File: src/hdl/dcr_defs.vh
// Register map, field positions, reset values and timing of the descriptor DMA control block
`ifndef DCR_DEFS_VH
`define DCR_DEFS_VH

// ************************************************************
// Register byte offsets
// ************************************************************
`define DCR_OFF_BUS_MODE   8'h00
`define DCR_OFF_TX_POLL    8'h08
`define DCR_OFF_RX_POLL    8'h10
`define DCR_OFF_RX_BASE    8'h18
`define DCR_OFF_TX_BASE    8'h20
`define DCR_OFF_PROC_CTRL  8'h30
`define DCR_OFF_PROC_STAT  8'h34

// ************************************************************
// Bus mode control fields
// ************************************************************
`define DCR_BM_SOFT_RESET  0
`define DCR_BM_TX_PRIO     1
`define DCR_BM_GAP_LSB     2
`define DCR_BM_GAP_MSB     6
`define DCR_BM_BYTE_ORDER  7

// ************************************************************
// Process control and status fields
// ************************************************************
`define DCR_PC_TX_RUN      0
`define DCR_PC_RX_RUN      1
`define DCR_PS_TX_LSB      0
`define DCR_PS_RX_LSB      2
`define DCR_PS_SRST        4

// ************************************************************
// Reset values
// ************************************************************
`define DCR_RST_BUS_MODE   8'h00
`define DCR_RST_BASE       30'h00000000
`define DCR_RST_PROC_CTRL  2'h0

// ************************************************************
// Timing
// ************************************************************
`define DCR_CLK_PERIOD_NS  40
`define DCR_SRST_TIME_NS   400
`define DCR_DESC_DWORDS    4

`endif

File: src/hdl/dcr_fifo.v
// Synchronous valid/ready FIFO built from flip-flops
`timescale 1ns/1ps
`default_nettype none

module dcr_fifo #(
  parameter WIDTH = 32,
  parameter DEPTH = 16,
  parameter AW    = 4
) (
  input  wire             pclk,
  input  wire             presetn,
  input  wire             clear,
  input  wire             in_valid,
  output wire             in_ready,
  input  wire [WIDTH-1:0] in_data,
  output wire             out_valid,
  input  wire             out_ready,
  output wire [WIDTH-1:0] out_data
);

  reg [WIDTH-1:0] mem_q [0:DEPTH-1];
  reg [AW-1:0]    wr_ptr_q;
  reg [AW-1:0]    rd_ptr_q;
  reg [AW:0]      count_q;

  wire push = in_valid & in_ready;
  wire pop  = out_valid & out_ready;

  // Honest full and empty from the fill count
  assign in_ready  = (count_q != DEPTH[AW:0]);
  assign out_valid = (count_q != {(AW+1){1'b0}});
  assign out_data  = mem_q[rd_ptr_q];

  // Pointer and count update
  always @(posedge pclk or negedge presetn) begin
    if (!presetn) begin
      wr_ptr_q <= {AW{1'b0}};
      rd_ptr_q <= {AW{1'b0}};
      count_q  <= {(AW+1){1'b0}};
    end else if (clear) begin
      wr_ptr_q <= {AW{1'b0}};
      rd_ptr_q <= {AW{1'b0}};
      count_q  <= {(AW+1){1'b0}};
    end else begin
      if (push) begin
        wr_ptr_q <= (wr_ptr_q == DEPTH[AW-1:0] - 1'b1) ? {AW{1'b0}} : wr_ptr_q + 1'b1;
      end
      if (pop) begin
        rd_ptr_q <= (rd_ptr_q == DEPTH[AW-1:0] - 1'b1) ? {AW{1'b0}} : rd_ptr_q + 1'b1;
      end
      if (push && !pop) begin
        count_q <= count_q + 1'b1;
      end else if (pop && !push) begin
        count_q <= count_q - 1'b1;
      end
    end
  end

  // Storage write, no reset needed on data
  always @(posedge pclk) begin
    if (push) begin
      mem_q[wr_ptr_q] <= in_data;
    end
  end

endmodule

`default_nettype wire

File: src/hdl/dcr_arb.v
// Two-way descriptor fetch arbiter between transmit and receive
`timescale 1ns/1ps
`default_nettype none

module dcr_arb (
  input  wire       pclk,
  input  wire       presetn,
  input  wire       clear,
  input  wire       tx_prio,
  input  wire [1:0] req,
  input  wire       done,
  output wire [1:0] grant
);

  reg [1:0] grant_q;

  assign grant = grant_q;

  // One grant held until the memory answers
  always @(posedge pclk or negedge presetn) begin
    if (!presetn) begin
      grant_q <= 2'h0;
    end else if (clear || done) begin
      grant_q <= 2'h0;
    end else if (grant_q == 2'h0) begin
      if (req == 2'h3) begin
        grant_q <= tx_prio ? 2'h1 : 2'h2;
      end else begin
        grant_q <= req;
      end
    end
  end

endmodule

`default_nettype wire

File: src/hdl/dcr_dma_regs.v
// APB control registers and descriptor fetch engine of the bus-master DMA
`timescale 1ns/1ps
`default_nettype none
`include "dcr_defs.vh"

// Functional notes
// Byte order bit 0 gives little endian data, 1 big endian data only.
// Successive descriptors are spaced by the programmed gap in dwords.
// Competing requests: receive wins when arbitration bit 0, transmit when 1.
// Writing 1 to soft reset resets internal logic, not configuration registers.
// Soft reset bit clears itself when the internal reset sequence ends.
// Software stops transmit and receive before setting soft reset.
// Transmit poll write while suspended starts a descriptor fetch checking ownership.
// Transmission resumes only if fetched descriptor is owned; else stays suspended.
// Receive poll write while suspended fetches; ownership starts FIFO to buffer moves.
// Software issues receive poll only while receive is suspended.
// Transmit list base is writable, its two low bits read zero.
// Receive list base at 18h is writable, two low bits read zero.
// Software writes receive list base only while receive is stopped.
// Transmit list base register sits at offset 20h.
// Poll writes while running or stopped have no effect.
module dcr_dma_regs #(
  parameter DATA_W     = 32,
  parameter FIFO_DEPTH = 16,
  parameter FIFO_AW    = 4
) (
  input  wire              pclk,
  input  wire              presetn,
  input  wire              psel,
  input  wire              penable,
  input  wire              pwrite,
  input  wire [7:0]        paddr,
  input  wire [31:0]       pwdata,
  output wire [31:0]       prdata,
  output wire              pready,
  output wire              pslverr,
  output wire              mem_req,
  output wire [31:0]       mem_addr,
  output wire              mem_is_rx,
  input  wire              mem_ack,
  input  wire              mem_own,
  input  wire              tx_desc_done,
  input  wire              rx_desc_done,
  output wire              tx_active,
  output wire              rx_active,
  input  wire [DATA_W-1:0] tx_mem_data,
  output wire [DATA_W-1:0] tx_line_data,
  input  wire              rx_in_valid,
  output wire              rx_in_ready,
  input  wire [DATA_W-1:0] rx_in_data,
  output wire              dma_wr_valid,
  input  wire              dma_wr_ready,
  output wire [DATA_W-1:0] dma_wr_data,
  output wire              soft_reset_active
);

  // ************************************************************
  // Timing constants
  // ************************************************************
  localparam integer SRST_CYCLES_I =
    (`DCR_SRST_TIME_NS + `DCR_CLK_PERIOD_NS - 1) / `DCR_CLK_PERIOD_NS;
  localparam [7:0] SRST_CYCLES = SRST_CYCLES_I[7:0];
  localparam integer DESC_DW_I = `DCR_DESC_DWORDS;
  localparam [29:0] DESC_DW = DESC_DW_I[29:0];

  // Descriptor process states, also the status register codes
  localparam [1:0] ST_STOP  = 2'h0;
  localparam [1:0] ST_FETCH = 2'h1;
  localparam [1:0] ST_RUN   = 2'h2;
  localparam [1:0] ST_SUSP  = 2'h3;

  // ************************************************************
  // Register state
  // ************************************************************
  reg  [7:0]  bus_mode_q;
  reg  [29:0] tx_base_q;
  reg  [29:0] rx_base_q;
  reg  [1:0]  run_q;
  reg  [7:0]  srst_cnt_q;
  reg         pready_q;
  reg         pslverr_q;
  reg  [31:0] prdata_q;
  reg  [31:0] rd_data;
  reg         rd_hit;

  wire [1:0]  grant;
  wire [1:0]  req;
  wire [1:0]  poll;
  wire [1:0]  done;
  wire [1:0]  ack;
  wire [3:0]  state_w;
  wire [59:0] addr_w;
  wire        fifo_out_valid;
  wire        fifo_out_ready;
  wire [DATA_W-1:0] fifo_out_data;

  wire        srst_busy   = bus_mode_q[`DCR_BM_SOFT_RESET];
  wire        tx_prio     = bus_mode_q[`DCR_BM_TX_PRIO];
  wire        big_endian  = bus_mode_q[`DCR_BM_BYTE_ORDER];
  wire [29:0] gap_dw      = {25'h0, bus_mode_q[`DCR_BM_GAP_MSB:`DCR_BM_GAP_LSB]};
  wire [29:0] desc_step   = DESC_DW + gap_dw;

  // ************************************************************
  // APB handshake: one wait cycle, then answer
  // ************************************************************
  wire access  = psel & penable;
  wire wr_fire = access & pwrite & pready_q;

  assign pready  = pready_q;
  assign pslverr = pslverr_q;
  assign prdata  = prdata_q;

  // Byte swap for big endian buffers
  function [DATA_W-1:0] swap_bytes;
    input [DATA_W-1:0] d;
    integer b;
    begin
      for (b = 0; b < DATA_W / 8; b = b + 1) begin
        swap_bytes[b*8 +: 8] = d[DATA_W-8-b*8 +: 8];
      end
    end
  endfunction

  // Read decode and unmapped detection
  always @* begin
    rd_data = 32'h0;
    rd_hit  = 1'b1;
    case (paddr)
      `DCR_OFF_BUS_MODE:  rd_data = {24'h0, bus_mode_q};
      `DCR_OFF_TX_POLL:   rd_data = 32'h0;
      `DCR_OFF_RX_POLL:   rd_data = 32'h0;
      `DCR_OFF_RX_BASE:   rd_data = {rx_base_q, 2'b00};
      `DCR_OFF_TX_BASE:   rd_data = {tx_base_q, 2'b00};
      `DCR_OFF_PROC_CTRL: rd_data = {30'h0, run_q};
      `DCR_OFF_PROC_STAT: rd_data = {27'h0, srst_busy, state_w};
      default:            rd_hit  = 1'b0;
    endcase
  end

  // Access phase answer registers
  always @(posedge pclk or negedge presetn) begin
    if (!presetn) begin
      pready_q  <= 1'b0;
      pslverr_q <= 1'b0;
      prdata_q  <= 32'h0;
    end else if (access && !pready_q) begin
      pready_q  <= 1'b1;
      pslverr_q <= ~rd_hit;
      prdata_q  <= pwrite ? 32'h0 : rd_data;
    end else begin
      pready_q  <= 1'b0;
      pslverr_q <= 1'b0;
    end
  end

  // ************************************************************
  // Configuration registers and soft reset sequence
  // ************************************************************
  wire wr_bus_mode = wr_fire & (paddr == `DCR_OFF_BUS_MODE);
  wire srst_set    = wr_bus_mode & pwdata[`DCR_BM_SOFT_RESET];

  // Bus mode; soft reset bit set by software, cleared by hardware
  always @(posedge pclk or negedge presetn) begin
    if (!presetn) begin
      bus_mode_q <= `DCR_RST_BUS_MODE;
      srst_cnt_q <= 8'h0;
    end else begin
      if (wr_bus_mode) begin
        bus_mode_q[7:1] <= pwdata[7:1];
      end
      if (srst_set) begin
        bus_mode_q[`DCR_BM_SOFT_RESET] <= 1'b1;
        srst_cnt_q <= SRST_CYCLES;
      end else if (srst_busy) begin
        if (srst_cnt_q == 8'h1 || srst_cnt_q == 8'h0) begin
          bus_mode_q[`DCR_BM_SOFT_RESET] <= 1'b0;
          srst_cnt_q <= 8'h0;
        end else begin
          srst_cnt_q <= srst_cnt_q - 8'h1;
        end
      end
    end
  end

  // List base registers, low two bits not stored
  always @(posedge pclk or negedge presetn) begin
    if (!presetn) begin
      tx_base_q <= `DCR_RST_BASE;
      rx_base_q <= `DCR_RST_BASE;
    end else begin
      if (wr_fire && paddr == `DCR_OFF_TX_BASE) begin
        tx_base_q <= pwdata[31:2];
      end
      if (wr_fire && paddr == `DCR_OFF_RX_BASE) begin
        rx_base_q <= pwdata[31:2];
      end
    end
  end

  // Process run bits, dropped by soft reset
  always @(posedge pclk or negedge presetn) begin
    if (!presetn) begin
      run_q <= `DCR_RST_PROC_CTRL;
    end else if (srst_busy) begin
      run_q <= 2'h0;
    end else if (wr_fire && paddr == `DCR_OFF_PROC_CTRL) begin
      run_q <= pwdata[1:0];
    end
  end

  // Poll demand strobes, any written value counts
  assign poll[0] = wr_fire & (paddr == `DCR_OFF_TX_POLL);
  assign poll[1] = wr_fire & (paddr == `DCR_OFF_RX_POLL);
  assign done    = {rx_desc_done, tx_desc_done};
  assign ack     = grant & {2{mem_ack}};

  // ************************************************************
  // Transmit (0) and receive (1) descriptor processes
  // ************************************************************
  genvar c;
  generate
    for (c = 0; c < 2; c = c + 1) begin : chan
      reg  [1:0]  st_q;
      reg  [29:0] addr_q;
      wire [29:0] base = (c == 0) ? tx_base_q : rx_base_q;

      // Stop, fetch, run and suspend sequencing
      always @(posedge pclk or negedge presetn) begin
        if (!presetn) begin
          st_q   <= ST_STOP;
          addr_q <= `DCR_RST_BASE;
        end else if (srst_busy || !run_q[c]) begin
          st_q   <= ST_STOP;
        end else begin
          case (st_q)
            ST_STOP: begin
              addr_q <= base;
              st_q   <= ST_FETCH;
            end
            ST_FETCH: begin
              if (ack[c]) begin
                st_q <= mem_own ? ST_RUN : ST_SUSP;
              end
            end
            ST_RUN: begin
              if (done[c]) begin
                addr_q <= addr_q + desc_step;
                st_q   <= ST_FETCH;
              end
            end
            ST_SUSP: begin
              if (poll[c]) begin
                st_q <= ST_FETCH;
              end
            end
            default: begin
              st_q <= ST_STOP;
            end
          endcase
        end
      end

      assign req[c]                 = (st_q == ST_FETCH);
      assign state_w[2*c+1:2*c]     = st_q;
      assign addr_w[30*c+29:30*c]   = addr_q;
    end
  endgenerate

  // ************************************************************
  // Descriptor fetch arbitration and memory request
  // ************************************************************
  dcr_arb u_arb (
    .pclk    (pclk),
    .presetn (presetn),
    .clear   (srst_busy),
    .tx_prio (tx_prio),
    .req     (req),
    .done    (mem_ack),
    .grant   (grant)
  );

  assign mem_req   = |grant;
  assign mem_is_rx = grant[1];
  assign mem_addr  = grant[1] ? {addr_w[59:30], 2'b00} : {addr_w[29:0], 2'b00};

  assign tx_active = (state_w[1:0] == ST_RUN);
  assign rx_active = (state_w[3:2] == ST_RUN);
  assign soft_reset_active = srst_busy;

  // ************************************************************
  // Data paths with byte order selection
  // ************************************************************
  assign tx_line_data = big_endian ? swap_bytes(tx_mem_data) : tx_mem_data;

  dcr_fifo #(
    .WIDTH (DATA_W),
    .DEPTH (FIFO_DEPTH),
    .AW    (FIFO_AW)
  ) u_rx_fifo (
    .pclk      (pclk),
    .presetn   (presetn),
    .clear     (srst_busy),
    .in_valid  (rx_in_valid),
    .in_ready  (rx_in_ready),
    .in_data   (rx_in_data),
    .out_valid (fifo_out_valid),
    .out_ready (fifo_out_ready),
    .out_data  (fifo_out_data)
  );

  // FIFO drains to the buffer only while receive owns a descriptor
  assign dma_wr_valid   = fifo_out_valid & rx_active;
  assign fifo_out_ready = dma_wr_ready & rx_active;
  assign dma_wr_data    = big_endian ? swap_bytes(fifo_out_data) : fifo_out_data;

endmodule

`default_nettype wire

File: config.mk
export PLATFORM = sky130hd
export DESIGN_NAME = dcr_dma_regs
export DESIGN_NICKNAME = d
export VERILOG_FILES = /design/src/hdl/dcr_fifo.v /design/src/hdl/dcr_arb.v /design/src/hdl/dcr_dma_regs.v
export VERILOG_INCLUDE_DIRS = /design/src /design/src/hdl
export SDC_FILE = /design/constraint.sdc
export NUM_CORES = 1
export LEC_CHECK = 0
export BUFFER_PORTS_ARGS = -buffer_cell sky130_fd_sc_hd__buf_2
export CAP_MARGIN = 30
export CORE_AREA = 2 2 353 355
export DETAILED_ROUTE_END_ITERATION = 12
export DIE_AREA = 0 0 355 357
export PLACE_DENSITY = 0.39
export REMOVE_ABC_BUFFERS = 1
export SLEW_MARGIN = 15
export SYNTH_ARGS = -nofsm -noshare
export SYNTH_HDL_FRONTEND = slang
export SYNTH_SLANG_ARGS = --single-unit
File: constraint.sdc
create_clock -name pclk -period 3.7 [get_ports pclk]
set_input_delay 0.37 -clock pclk [delete_from_list [all_inputs] [get_ports pclk]]
set_output_delay 0.37 -clock pclk [all_outputs]
set_load 0.05 [all_outputs]
==> impl_results.md <==
* Status: completed
* Synth top cells by count: 512 x edfxtp_1, 191 x dfrtp_1, 162 x mux2_2
* P&R area growth vs syn at 21.9%
* Grt ovf at 0
* Buffers on Ports at 249
* Power per cell area at 463 nW/um^2
* H-tree levels at 3
* Placeable Area at 123000 um^2
* Number of global-route vias before repair at 19573
* Clock Root Buffer: clkbuf_16
* Vias per inst at about 4.8
* RePlAce Congestion at just under 0.8
* Die span in x at ~360 um
* Post-DP HPWL at 56200 um
* Pins Over Slew Limit at 0
* Min cycle time layout at roughly 3400 ps
* Worst-margin pin slew at 908 ps
* Total routed wirelength at 92600 um
* Vias at 18821
* CTS Buf Count at 83
* First-pass GRT wire length at between 100000 and 150000 um
* Antenna Nets Post-Route at 0
* Syn avg cell area at 15.8 um^2
* Synth Cell Area at 30500 um^2
* Ys async rst share at 0.272
* Max Freq at 0.297 GHz
* Setup CP Type: reg2out
* # rows at 129
* Residual DRC at 0
* Top post-synthesis cells by area: edfxtp_1 50%, dfrtp_1 16%, mux4_2 9.5%
* Die footprint at 127000 um^2
* Sequential share of the synthesized area at 0.662
* Adder-Cell Fraction of Synth Area at 0.0118
* Gr usage total at 0.144
* Most frequent cell after synthesis: edfxtp_1
* Pre-CTS WS at 719 ps
* Worst-path clk slew at about 60 ps
* TritonCTS clock tree: done
* Post-synthesis compound-gate area fraction at 0.0749
* Final setup vio count at 0
* Antenna violations before repair at 11
* Leakage power at 13.1 nW
* Die H at 357 um
* Yosys warnings at 0
* RSZ-0062 raised after global routing: no
* Main combinational cell family by area after synthesis: multiplexers
* Largest net degree at the start of global routing at 79
* Hold Vio Cnt, Final at 0
* Clock Skews at 44.8 ps
* Cells resized by post-CTS repair at 0
* Top Ports at 252
* Worst Path Max Fanout at 18
* Final period util at 0.909
* NumNets Final at 2398
* CP Launch Type: flip-flop
* Worst skew pair latency at 650 ps
* Critical Path Sink Type: output port
* # Max-Cap Violations at 0
* Data required time of the worst path at 3330 ps
* Yosys top cell area share at 0.505
* Final core utilization at 0.302
* CP Data Arrival Time at about 3000 ps
* Xor and xnor area share after synthesis at 0.00374
* Wire per inst at 23.4 um
* Mux contribution to synthesized area at 0.170
* Initial Utilization at 0.248
* Distinct cells, synth at slightly above 70
* Initial DRC count at approximately 1300
* Cell taking the most area after synthesis: edfxtp_1
* Min setup slack post-route at ~340 ps
* Clock Path Buffers at 3
* Top_reg_cell synth: edfxtp_1
* Syn Inst Count at around 1900
* Worst Hold Class: in2reg
* Worst vdd ir at 345 uV
* Initial DRT Pass Iterations at 5
* Max-slew headroom at 0.393
* Synth Register Bits at roughly 700
* CTS sink cnt at 703
* Post-Synth Simple-Gate Area at 0.0582
* Number of enable flip-flop cells after synthesis at between 500 and 600
* Share of post-route cells with drive strength above 1 at 0.332
[worst max-delay path, cell delays in order, from the launching register on]
cell and delay (ps):
dfrtp_4 550, buf_12 240, buf_4 250, mux4_2 510
mux2_2 310, o22ai_1 140, a221oi_1 80, buf_2 260
[per-layer routing]
layer	track usage	up-vias	routed length, um
met5	0	-	77
met1	0.191	9812	40600
met3	0.0296	141	4900
met4	0.0388	12	2000
met2	0.240	509	45100
li1	-	8347	-
[cells by family (layout without fill, tap and decap cells)]
logic type / after synthesis / in the layout
other: 1 / 3
buffers and inverters: 135 / 525
adders and majority gates: 27 / 27
and+or+nand+nor: 373 / 373
DFF: 703 / 703
AOI/OAI and AO/OA: 343 / 343
muxes: 336 / 336
xor gates and xnor gates: 13 / 13
[final timing paths]
kind                                        from                    to  slack [ps]  cells past startpoint
max in group asynchronous                presetn     chan[1].addr_q[3]        2420                      3
max reg2reg                 u_rx_fifo.count_q[0]  u_rx_fifo.count_q[4]         810                     10
min reg2reg                           prdata[17]            prdata[17]         480                      2
min                                     paddr[5]               pslverr          60                      3
min in group asynchronous                presetn            prdata[29]         330                      2
max                        u_rx_fifo.rd_ptr_q[0]       dma_wr_data[25]         340                      7
[layout make-up]
| class | instances | area, um^2 |
|---|---|---|
| fill | 12313 | 85800 |
| multi-input combinational | 1094 | 9860 |
| inverter | 17 | 63.8 |
| clock inverter | 32 | 352 |
| clock buffer | 119 | 2310 |
| antenna | 1 | 2.50 |
| tap | 1637 | 2050 |
| sequential | 703 | 20200 |
| timing repair buffer | 357 | 2340 |
[flip-flops by register name, indices dropped and copies added, names as in the netlist]
| signal | flops |
|---|---|
| u_rx_fifo.mem_q | 512 |
| bus_mode_q | 8 |
| prdata | 32 |
| chan.base | 60 |
| run_q | 2 |
| srst_cnt_q | 8 |
| chan.addr_q | 60 |
| u_rx_fifo.rd_ptr_q | 4 |
| chan.st_q | 4 |
| pslverr | 1 |
| u_rx_fifo.wr_ptr_q | 4 |
| u_rx_fifo.count_q | 5 |
| pready | 1 |
| u_arb.grant | 2 |
[layout by cell type (no fill, tap or decap), types with 46 or more instances in the layout]
master,instances
edfxtp_1,512
buf_2,248
dfrtp_1,187
mux2_2,162
mux4_2,128
nand2_1,105
nor2_1,100
clkbuf_16,85
a21oi_1,66
o21ai_0,62
buf_4,59
o22ai_1,52
mux2i_1,46
[report_power, final]
group / internal (mW) / switching (mW)
Combinational: 0.189 / 0.411
Clock: 4.72 / 3.33
Sequential: 8.52 / 0.0427
[through the flow]
step / cells / hold WS, ps / setup TNS, ps / cell area (um^2) / power, mW
after CTS: 3954 / 1.56 / 0 / 37100 / 17.5
final: 3960 / 56.4 / 0 / 37100 / 17.2
after global placement: 3767 / 463 / 0 / 34100 / 9.29
after global routing: 3959 / 52.6 / 0 / 37100 / 17.8
after detailed placement: 3768 / 468 / 0 / 34100 / 9.30
after floorplan: 1814 / 74.4 / -173530 / 29900 / 9.01
[repair_timing]
action / 4_1_cts / 5_1_grt
hold buffers: 34 / 0
pin swaps: 0 / 0
setup endpoints to repair: 1 / 15
endpoints found under the hold margin: 146 / 0
setup buffers: 1 / 5
(Power assumes the default switching activity.)
